<file path="config.mk">
export PLATFORM = sky130hd
export DESIGN_NAME = utx_top
export DESIGN_NICKNAME = d
export VERILOG_FILES = /design/src/inc/utx_pkg.sv /design/src/design/utx_top.sv
export SDC_FILE = /design/constraint.sdc
export NUM_CORES = 1
export LEC_CHECK = 0
export BUFFER_PORTS_ARGS = -buffer_cell sky130_fd_sc_hd__buf_2
export CORE_MARGIN = 5
export CORE_UTILIZATION = 65
export DETAILED_ROUTE_END_ITERATION = 16
export GPL_TIMING_DRIVEN = 0
export PLACE_DENSITY = 0.84
export SLEW_MARGIN = 20
export SYNTH_ARGS = -nofsm -noshare
export SYNTH_HDL_FRONTEND = slang
export SYNTH_SLANG_ARGS = --single-unit
</file>
<file path="constraint.sdc">
create_clock -name mclk -period 14.9 [get_ports mclk]
set_clock_uncertainty 0.2 [all_clocks]
set_input_delay 1.49 -clock mclk [delete_from_list [all_inputs] [get_ports mclk]]
set_output_delay 1.49 -clock mclk [all_outputs]
set_load 0.005 [all_outputs]
</file>
<file path="src/inc/utx_pkg.sv">
/*
  Shared constants for the UART transmit, baud and ready-flag block.
  Assumes a single-channel instance on one system clock.
*/
package utx_pkg;
  // Register offsets on the three address pins
  localparam logic [2:0] A_DATA = 3'h0;
  localparam logic [2:0] A_IEN = 3'h1;
  localparam logic [2:0] A_IST = 3'h2;
  localparam logic [2:0] A_LCR = 3'h3;
  localparam logic [2:0] A_MCTL = 3'h4;
  localparam logic [2:0] A_LSTAT = 3'h5;
  // Field positions
  localparam int FCTL_EN = 0;
  localparam int FCTL_BLK = 3;
  localparam int IEN_HOLD = 1;
  localparam int LCR_STOP = 2;
  localparam int LCR_PEN = 3;
  localparam int LCR_EVEN = 4;
  localparam int LCR_STICK = 5;
  localparam int LCR_DLAB = 7;
  localparam int MCTL_PRE4 = 7;
  // Reset values
  localparam logic [7:0] REG_RST = 8'h00;
  localparam logic [7:0] DLL_RST = 8'h01;
  localparam logic [14:0] PIN_RST = 15'h3800;
  // Interrupt status codes
  localparam logic [7:0] IST_NONE = 8'h01;
  localparam logic [7:0] IST_TX = 8'h02;
  // Timing counts
  localparam logic [1:0] PRE4_LAST = 2'h3;
  localparam logic [3:0] BIT_LAST = 4'hf;
  typedef enum {TX_IDLE, TX_SHIFT} utx_state_t;
endpackage

</file>
<file path="src/design/utx_top.sv">
/*
  Transmit holding FIFO, prescaler, baud generator, serialiser and
  ready flags of one UART channel, plus the 8-bit host register port.
  Assumes host pins and the oscillator input are asynchronous to mclk,
  and that receive FIFO status arrives from logic on mclk.
*/
// Summary of operation
// FIFO enable and block bits select mode
// Receive ready low while receive data held
// Block mode: fall at trigger, rise empty
// Transmit ready low while holding empty
// Block mode: transmit ready high only full
// Host access needs no oscillator activity
// Prescale oscillator by 1 or 4
// Divide by programmed divisor for 16x
// Divisor split into high and low bytes
// 16x clock times shifting and sampling
// Each bit lasts sixteen 16x periods
// Start, data, optional parity, stop bits
// Data sent least significant bit first
// Holding writes fill the transmit FIFO
// Holding register is write-only, 8 bits
// Holding empty set when byte moves
// Enabled holding-empty raises transmit interrupt
// Shifter empty flag after last bit
// Host writes one byte at a time
// Idle shifter loads at next bit boundary
`timescale 1ns/1ps

// --------------------------------------------------
// Generic synchronous FIFO
// --------------------------------------------------
module utx_fifo #(
  parameter int W = 8,
  parameter int D = 8
) (
  // Clock and reset
  input wire logic mclk,
  input wire logic arst_n,
  // Fill side
  input wire logic in_valid,
  output logic in_ready,
  input wire logic [W-1:0] in_data,
  // Drain side
  output logic out_valid,
  input wire logic out_ready,
  output logic [W-1:0] out_data
);
  localparam int AW = (D > 1) ? $clog2(D) : 1;
  localparam int CW = $clog2(D + 1);
  localparam logic [AW-1:0] LAST = AW'(D - 1);
  localparam logic [CW-1:0] FULL = CW'(D);

  if (D < 2) begin : g_chk
    $error("utx_fifo depth below two");
  end

  logic [W-1:0] mem [D];
  logic [AW-1:0] wr_ff, nxt_wr, rd_ff, nxt_rd;
  logic [CW-1:0] cnt_ff, nxt_cnt;
  logic push, pop;

  assign in_ready = (cnt_ff != FULL);
  assign out_valid = (cnt_ff != '0);
  assign out_data = mem[rd_ff];
  assign push = in_valid & in_ready;
  assign pop = out_valid & out_ready;

  // Pointers wrap explicitly so any depth works, not just powers of two
  always_comb begin
    nxt_wr = push ? ((wr_ff == LAST) ? '0 : AW'(wr_ff + 1'b1)) : wr_ff;
    nxt_rd = pop ? ((rd_ff == LAST) ? '0 : AW'(rd_ff + 1'b1)) : rd_ff;
    nxt_cnt = CW'(cnt_ff + CW'(push) - CW'(pop));
  end

  // Pointer and count registers
  always_ff @(posedge mclk or negedge arst_n) begin
    if (!arst_n) begin
      wr_ff <= '0;
      rd_ff <= '0;
      cnt_ff <= '0;
    end else begin
      wr_ff <= nxt_wr;
      rd_ff <= nxt_rd;
      cnt_ff <= nxt_cnt;
    end
  end

  // Storage needs no reset
  always_ff @(posedge mclk) begin
    if (push) begin
      mem[wr_ff] <= in_data;
    end
  end
endmodule // utx_fifo

// --------------------------------------------------
// Channel top
// --------------------------------------------------
module utx_top #(
  parameter int TX_DEPTH = 64
) (
  // Clock and reset
  input wire logic mclk,
  input wire logic arst_n,
  // Host bus pins
  input wire logic cs_n,
  input wire logic ior_n,
  input wire logic iow_n,
  input wire logic [2:0] addr,
  input wire logic [7:0] d_in,
  output logic [7:0] d_out,
  output logic d_oe,
  // Oscillator and serial line
  input wire logic osc_in,
  output logic txd,
  output logic sample_tick,
  // Receive FIFO status from the receiver
  input wire logic rx_avail,
  input wire logic rx_trig,
  input wire logic rx_timeout,
  // Ready pins
  output logic receive_ready_n,
  output logic transmit_ready_n
);
  if (TX_DEPTH < 2) begin : g_chk
    $error("utx_top TX_DEPTH below two");
  end

  // Build the frame LSB first: returns {bit count, 12-bit frame}
  function automatic logic [15:0] mk_frame(input logic [7:0] lcr, input logic [7:0] d);
    logic [11:0] f;
    logic [3:0] p;
    logic [7:0] m;
    logic par;
    f = 12'hfff;
    f[0] = 1'b0;
    m = 8'hff >> (2'h3 - lcr[1:0]);
    for (int i = 0; i < 8; i++) begin
      if (m[i]) begin
        f[i + 1] = d[i];
      end
    end
    p = 4'h6 + {2'h0, lcr[1:0]};
    par = lcr[utx_pkg::LCR_STICK] ? ~lcr[utx_pkg::LCR_EVEN]
                                  : (^(d & m)) ^ ~lcr[utx_pkg::LCR_EVEN];
    if (lcr[utx_pkg::LCR_PEN]) begin
      f[p] = par;
      p = p + 4'h1;
    end
    p = p + 4'h1 + {3'h0, lcr[utx_pkg::LCR_STOP]};
    return {p, f};
  endfunction

  // ------------------------------------------------
  // Pin synchronisers
  // ------------------------------------------------
  logic [14:0] pin_s1_ff, pin_s2_ff;
  logic prev_wr_ff, prev_rd_ff, prev_osc_ff;
  logic wr_act, rd_act, wr_stb, rd_stb, osc_tick;
  logic [2:0] s_addr;
  logic [7:0] s_data;

  // All pins sample through two flops; strobes are edge-detected after
  assign wr_act = ~pin_s2_ff[13] & ~pin_s2_ff[11];
  assign rd_act = ~pin_s2_ff[13] & ~pin_s2_ff[12];
  assign wr_stb = wr_act & ~prev_wr_ff;
  assign rd_stb = rd_act & ~prev_rd_ff;
  assign osc_tick = pin_s2_ff[14] & ~prev_osc_ff;
  assign s_addr = pin_s2_ff[10:8];
  assign s_data = pin_s2_ff[7:0];

  always_ff @(posedge mclk or negedge arst_n) begin
    if (!arst_n) begin
      pin_s1_ff <= utx_pkg::PIN_RST;
      pin_s2_ff <= utx_pkg::PIN_RST;
      prev_wr_ff <= 1'b0;
      prev_rd_ff <= 1'b0;
      prev_osc_ff <= 1'b0;
    end else begin
      pin_s1_ff <= {osc_in, cs_n, ior_n, iow_n, addr, d_in};
      pin_s2_ff <= pin_s1_ff;
      prev_wr_ff <= wr_act;
      prev_rd_ff <= rd_act;
      prev_osc_ff <= pin_s2_ff[14];
    end
  end

  // ------------------------------------------------
  // Host registers
  // ------------------------------------------------
  utx_pkg::utx_state_t tx_state_ff, nxt_state;
  logic [7:0] ien_ff, nxt_ien, lcr_ff, nxt_lcr, mctl_ff, nxt_mctl;
  logic [7:0] dll_ff, nxt_dll, dvh_ff, nxt_dvh, dout_ff, nxt_dout;
  logic fen_ff, nxt_fen, fblk_ff, nxt_fblk, oe_ff, nxt_oe;
  logic dlab, blk, wr_hold, ist_rd, thre, temt, tx_int_ff;
  logic fifo_ov, fifo_in_ready, pop;
  logic [7:0] ist_val, fifo_data;

  assign dlab = lcr_ff[utx_pkg::LCR_DLAB];
  assign blk = fen_ff & fblk_ff;
  assign wr_hold = wr_stb & (s_addr == utx_pkg::A_DATA) & ~dlab;
  assign ist_rd = rd_stb & (s_addr == utx_pkg::A_IST);
  assign thre = ~fifo_ov;
  assign temt = thre & (tx_state_ff == utx_pkg::TX_IDLE);
  assign ist_val = (tx_int_ff & ien_ff[utx_pkg::IEN_HOLD]) ? utx_pkg::IST_TX
                                                          : utx_pkg::IST_NONE;

  // Register accesses run on mclk only, never on the oscillator
  always_comb begin
    nxt_ien = ien_ff;
    nxt_lcr = lcr_ff;
    nxt_mctl = mctl_ff;
    nxt_dll = dll_ff;
    nxt_dvh = dvh_ff;
    nxt_fen = fen_ff;
    nxt_fblk = fblk_ff;
    nxt_dout = dout_ff;
    nxt_oe = rd_act;
    if (wr_stb) begin
      case (s_addr)
        utx_pkg::A_DATA: if (dlab) nxt_dll = s_data;
        utx_pkg::A_IEN: begin
          if (dlab) nxt_dvh = s_data;
          else nxt_ien = s_data;
        end
        utx_pkg::A_IST: begin
          nxt_fen = s_data[utx_pkg::FCTL_EN];
          nxt_fblk = s_data[utx_pkg::FCTL_BLK];
        end
        utx_pkg::A_LCR: nxt_lcr = s_data;
        utx_pkg::A_MCTL: nxt_mctl = s_data;
        default: ;
      endcase
    end
    if (rd_stb) begin
      case (s_addr)
        utx_pkg::A_DATA: nxt_dout = dlab ? dll_ff : 8'h00;
        utx_pkg::A_IEN: nxt_dout = dlab ? dvh_ff : ien_ff;
        utx_pkg::A_IST: nxt_dout = ist_val;
        utx_pkg::A_LCR: nxt_dout = lcr_ff;
        utx_pkg::A_MCTL: nxt_dout = mctl_ff;
        utx_pkg::A_LSTAT: nxt_dout = {1'b0, temt, thre, 4'h0, rx_avail};
        default: nxt_dout = 8'h00;
      endcase
    end
  end

  always_ff @(posedge mclk or negedge arst_n) begin
    if (!arst_n) begin
      ien_ff <= utx_pkg::REG_RST;
      lcr_ff <= utx_pkg::REG_RST;
      mctl_ff <= utx_pkg::REG_RST;
      dll_ff <= utx_pkg::DLL_RST;
      dvh_ff <= utx_pkg::REG_RST;
      dout_ff <= utx_pkg::REG_RST;
      fen_ff <= 1'b0;
      fblk_ff <= 1'b0;
      oe_ff <= 1'b0;
    end else begin
      ien_ff <= nxt_ien;
      lcr_ff <= nxt_lcr;
      mctl_ff <= nxt_mctl;
      dll_ff <= nxt_dll;
      dvh_ff <= nxt_dvh;
      dout_ff <= nxt_dout;
      fen_ff <= nxt_fen;
      fblk_ff <= nxt_fblk;
      oe_ff <= nxt_oe;
    end
  end

  // ------------------------------------------------
  // Transmit FIFO
  // ------------------------------------------------
  // Without FIFO mode only an empty FIFO accepts, so it acts as one holder
  utx_fifo #(.W(8), .D(TX_DEPTH)) u_fifo (
    .mclk(mclk),
    .arst_n(arst_n),
    .in_valid(wr_hold & (fen_ff | thre)),
    .in_ready(fifo_in_ready),
    .in_data(s_data),
    .out_valid(fifo_ov),
    .out_ready(pop),
    .out_data(fifo_data)
  );

  // ------------------------------------------------
  // Prescaler and baud generator
  // ------------------------------------------------
  logic [1:0] pre_ff, nxt_pre;
  logic [15:0] div_ff, nxt_div, divisor;
  logic [3:0] sub_ff, nxt_sub;
  logic tick_ff, pre_tick, div_hit, bit_end;

  assign divisor = {dvh_ff, dll_ff};
  assign pre_tick = osc_tick & (~mctl_ff[utx_pkg::MCTL_PRE4]
                                | (pre_ff == utx_pkg::PRE4_LAST));
  // A zero divisor stops the generator rather than dividing by 65536
  assign div_hit = pre_tick & (|divisor) & ({1'b0, div_ff} + 17'h1 >= {1'b0, divisor});
  assign bit_end = div_hit & (sub_ff == utx_pkg::BIT_LAST);

  always_comb begin
    nxt_pre = osc_tick ? 2'(pre_ff + 2'h1) : pre_ff;
    nxt_div = div_ff;
    if (pre_tick) begin
      nxt_div = div_hit ? 16'h0000 : 16'(div_ff + 16'h1);
    end
    nxt_sub = div_hit ? 4'(sub_ff + 4'h1) : sub_ff;
  end

  always_ff @(posedge mclk or negedge arst_n) begin
    if (!arst_n) begin
      pre_ff <= 2'h0;
      div_ff <= 16'h0000;
      sub_ff <= 4'h0;
      tick_ff <= 1'b0;
    end else begin
      pre_ff <= nxt_pre;
      div_ff <= nxt_div;
      sub_ff <= nxt_sub;
      tick_ff <= div_hit;
    end
  end

  // ------------------------------------------------
  // Transmit shifter
  // ------------------------------------------------
  logic [11:0] sh_ff, nxt_sh;
  logic [3:0] left_ff, nxt_left;
  logic txd_ff, nxt_txd, load;
  logic [15:0] frm;

  assign frm = mk_frame(lcr_ff, fifo_data);
  // Back-to-back frames: load again in the last stop bit's boundary
  assign load = bit_end & fifo_ov & ((tx_state_ff == utx_pkg::TX_IDLE) | (left_ff == 4'h0));
  assign pop = load;

  always_comb begin
    nxt_state = tx_state_ff;
    nxt_sh = sh_ff;
    nxt_left = left_ff;
    nxt_txd = txd_ff;
    if (load) begin
      nxt_txd = frm[0];
      nxt_sh = frm[11:0] >> 1;
      nxt_left = 4'(frm[15:12] - 4'h1);
      nxt_state = utx_pkg::TX_SHIFT;
    end else begin
      case (tx_state_ff)
        utx_pkg::TX_IDLE: nxt_txd = 1'b1;
        utx_pkg::TX_SHIFT: begin
          if (bit_end) begin
            if (left_ff == 4'h0) begin
              nxt_txd = 1'b1;
              nxt_state = utx_pkg::TX_IDLE;
            end else begin
              nxt_txd = sh_ff[0];
              nxt_sh = sh_ff >> 1;
              nxt_left = 4'(left_ff - 4'h1);
            end
          end
        end
        default: nxt_state = utx_pkg::TX_IDLE;
      endcase
    end
  end

  always_ff @(posedge mclk or negedge arst_n) begin
    if (!arst_n) begin
      tx_state_ff <= utx_pkg::TX_IDLE;
      sh_ff <= 12'hfff;
      left_ff <= 4'h0;
      txd_ff <= 1'b1;
    end else begin
      tx_state_ff <= nxt_state;
      sh_ff <= nxt_sh;
      left_ff <= nxt_left;
      txd_ff <= nxt_txd;
    end
  end

  // ------------------------------------------------
  // Interrupt pending and ready pins
  // ------------------------------------------------
  logic thre_prev_ff, nxt_int, rxr_ff, nxt_rxr, txr_ff, nxt_txr;

  // Set beats a clearing status read or holding write in the same cycle
  always_comb begin
    nxt_int = (thre & ~thre_prev_ff) | (tx_int_ff & ~(ist_rd | wr_hold));
    if (blk) begin
      if (rx_trig | rx_timeout) nxt_rxr = 1'b0;
      else if (!rx_avail) nxt_rxr = 1'b1;
      else nxt_rxr = rxr_ff;
      nxt_txr = ~fifo_in_ready;
    end else begin
      nxt_rxr = ~rx_avail;
      nxt_txr = fifo_ov;
    end
  end

  always_ff @(posedge mclk or negedge arst_n) begin
    if (!arst_n) begin
      thre_prev_ff <= 1'b1;
      tx_int_ff <= 1'b0;
      rxr_ff <= 1'b1;
      txr_ff <= 1'b0;
    end else begin
      thre_prev_ff <= thre;
      tx_int_ff <= nxt_int;
      rxr_ff <= nxt_rxr;
      txr_ff <= nxt_txr;
    end
  end

  assign d_out = dout_ff;
  assign d_oe = oe_ff;
  assign txd = txd_ff;
  assign sample_tick = tick_ff;
  assign receive_ready_n = rxr_ff;
  assign transmit_ready_n = txr_ff;
endmodule // utx_top

</file>
==> flow_metrics.tcl <==
set metrics [dict create \
    post_drt_wl_per_cell_um 30.71 \
    yosysSeqAreaShare 0.6983 \
    postSynthAreaPerCell_sq_um 16.95 \
    clockBufferDepth 3 \
    insertion_delay_ps 630 \
    routed_wl_um 70610 \
    die_width_um 215.0 \
    hp-start "pin_s1_ff[3]" \
    synthFlopType "edfxtp_1" \
    instances_no_fill 2299 \
    netlist_top_cells_area "edfxtp_1 (56%), dfrtp_1 (11%), mux4_2 (10%)" \
    grt_usage 0.3082 \
    viasPerCell 7.011 \
    synth_top_area_frac 0.5626 \
    drt_iter0_drc 2460 \
    outcome "finished clean" \
    rrSetupSlack_ps 8040 \
    io_pins 33 \
    critPathLaunchType "flip-flop" \
    cts_buffers 61 \
    syn_nets 1673 \
    core_sq_um 41760 \
    p_leak_nw 10.29 \
    power_frac_seq 0.531 \
    max_slew.worst_pin.slew_ps 1117 \
    cts_sinks 659 \
    utilization 0.7255 \
    synth_area_leader_cell "edfxtp_1" \
    p_comb_frac 0.071 \
    synth_common_cells "edfxtp_1 (512), dfrtp_1 (125), mux4_2 (124)" \
    syn_inst 1612 \
    critPathArrivalTime_ps 7170 \
    synthMostInstantiatedCell "edfxtp_1" \
    cts_hold_buf 0 \
    cp_slowest_cell "nand4_1" \
    drc 0 \
    antenna_found_initial 3 \
    yosysWarnings 0 \
    finalWorstPathRequiredPeriod_ps 6859 \
    sw_frac_of_total 0.2258 \
    syn_to_final_growth_pct 10.87 \
    grt-ovfl-total 0 \
    synth.cell_area_sq_um 27330 \
    grt_pass1_vias 16407 \
    fin_nets 1772 \
    synth_cell_type_count 70 \
    maxSlewViolCount 0 \
    powerDensity_nw_per_um2 131.2 \
    async_reset_ff_frac 0.2231 \
    dp_cells 2187 \
    dr.pass1.iters 7 \
    clkTransAtPathRegs_ps 60 \
    min_to "pin_s2_ff[3]" \
    gp_congestion 0.9168 \
    max_stage_delay_ps 500 \
    worst_ir_drop_vdd_v 0.0001235 \
    vias 16118 \
    cts-resized-gates 0 \
    fin_setup_tns_ps 0 \
    finalHoldViolCount 0 \
    rsz0062_at_grt "no" \
    power_frac_clock 0.398 \
    setup_viol 0 \
    p_int_mw 3.076 \
    whs_path_depth 0 \
    synth_edf_count 512 \
    row_count 75 \
    holdWs_ps 150.1 \
    r2r-end "u_fifo.cnt_ff[6]" \
    rr_worst_depth 28 \
    grt_max_degree 83 \
    cp.required_ps 15210 \
    cp-end-kind "flip-flop" \
    period_share 0.4603 \
    cts_setup_buffers 0 \
    r2r_start "div_ff[0]" \
    ctsHtreeMaxLevel 2 \
    grt_pass1_wl_um 105500 \
    critPathKind "reg2reg" \
    crit_fanout 10 \
    cts_tree "yes" \
    relSlewSlack 0.2550 \
    port_buffers 32 \
    ant_nets 0 \
    die-height_um 215.0 \
    die_area_sq_um 46240 \
    p_sw_mw 0.8973 \
    dp_hpwl_um 42420 \
    max_freq_ghz 0.1458 \
    antenna_cells 0 \
    yosys_register_bits 659 \
    cts-root-buf "clkbuf_16" \
    start_util 0.6544 \
    hold_class "reg2reg" \
    layout-drive-gt1-share 0.2125 \
    maxCapViolCount 0 \
]
==> layout make-up <==
| type | instances | area [sq um] |
|---|---|---|
| buffer | 79 | 430.4 |
| multi-input combinational | 830 | 7652 |
| tap | 539 | 674.4 |
| inverter | 44 | 165.2 |
| sequential | 659 | 19110 |
| clock inverter | 29 | 320.3 |
| clock buffer | 83 | 1682 |
| timing repair buffer | 36 | 265.3 |
| fill | 2328 | 11460 |
==> power by group through the flow <==
stage	Sequential, mW	Clock [mW]	Combinational [mW]
floorplan	2.12	0	0.206
global placement	2.15	0	0.258
detailed placement	2.15	0	0.281
CTS	2.11	1.58	0.285
global route	2.12	1.67	0.321
finish	2.11	1.58	0.284
==> cell usage in the layout (no fill, tap or decap), types with 8 or more instances in the layout <==
| cell | instances |
|---|---|
| edfxtp_1 | 512 |
| mux4_2 | 124 |
| dfrtp_1 | 117 |
| nor2_1 | 102 |
| nand2_1 | 94 |
| o21ai_0 | 65 |
| clkbuf_16 | 63 |
| clkbuf_1 | 60 |
| mux2_2 | 58 |
| inv_1 | 43 |
| buf_2 | 43 |
| ha_1 | 40 |
| a21oi_1 | 37 |
| nand3_1 | 31 |
| xnor2_1 | 29 |
| a22oi_1 | 26 |
| mux2i_1 | 22 |
| dfstp_2 | 22 |
| nor2b_1 | 17 |
| xor2_1 | 14 |
| nand3b_1 | 12 |
| clkinv_1 | 11 |
| nand4_1 | 10 |
| nor3_1 | 10 |
| a31oi_1 | 10 |
| o31ai_1 | 10 |
| buf_4 | 9 |
| and3_1 | 8 |
| o211ai_1 | 8 |
==> critical path: cells and delay by family (launching register included) <==
| kind | cells | cell delay [ps] |
|---|---|---|
| flops | 1 | 450 |
| compound gates | 5 | 1020 |
| xor+xnor | 2 | 290 |
| simple gates | 10 | 2410 |
| buf+inv | 6 | 870 |
| fa+ha+maj | 5 | 1470 |
==> cell families after synthesis <==
logic type / after synthesis / synth area share
AOI/OAI and AO/OA: 220 / 0.05298
xor gates and xnor gates: 44 / 0.01438
DFF: 659 / 0.6983
and+or+nand+nor: 315 / 0.05362
adders and majority gates: 41 / 0.01905
muxes: 210 / 0.1399
buffers and inverters: 123 / 0.02179
==> how the worst max path moves through the flow <==
| stage | from | end | cells past startpoint |
|---|---|---|---|
| floorplan | div_ff[2] | u_fifo.cnt_ff[6] | 29 |
| global placement | div_ff[0] | u_fifo.cnt_ff[6] | 28 |
| detailed placement | div_ff[2] | u_fifo.cnt_ff[6] | 29 |
| CTS | div_ff[2] | u_fifo.cnt_ff[6] | 29 |
| global route | div_ff[0] | u_fifo.cnt_ff[6] | 28 |
| finish | div_ff[0] | u_fifo.cnt_ff[6] | 28 |
==> registers in the layout, summed over array words and instances (netlist names), 2 cells and up <==
name / count
dvh_ff: 8
sh_ff: 12
dll_ff: 8
lcr_ff: 8
pin_s1_ff: 15
mctl_ff: 8
pre_ff: 2
pin_s2_ff: 15
d_out: 8
u_fifo.cnt_ff: 7
u_fifo.wr_ff: 6
ien_ff: 8
left_ff: 4
div_ff: 16
u_fifo.mem: 512
u_fifo.rd_ff: 6
sub_ff: 4
==> stage by stage <==
step           power (mW)  setup WS (ps)  cell area [sq um]
5_1_grt             4.109           7558              30300
3_5_place_dp        2.427           8215              28290
3_3_place_gp        2.403           8436              28160
4_1_cts             3.977           8124              30290
6_report            3.973           8041              30300
2_1_floorplan       2.329           9557              27330
==> routing by layer <==
| metal | vias to the layer above | global-route usage | part of all wire |
|---|---|---|---|
| li1 | 6498 | - | - |
| met1 | 8044 | 0.4002 | 0.34 |
| met2 | 1298 | 0.4978 | 0.49 |
| met3 | 272 | 0.08669 | 0.12 |
| met4 | 6 | 0.1340 | 0.053 |
| met5 | - | 0 | 0.00069 |
Power figures use the tool's default switching activity.
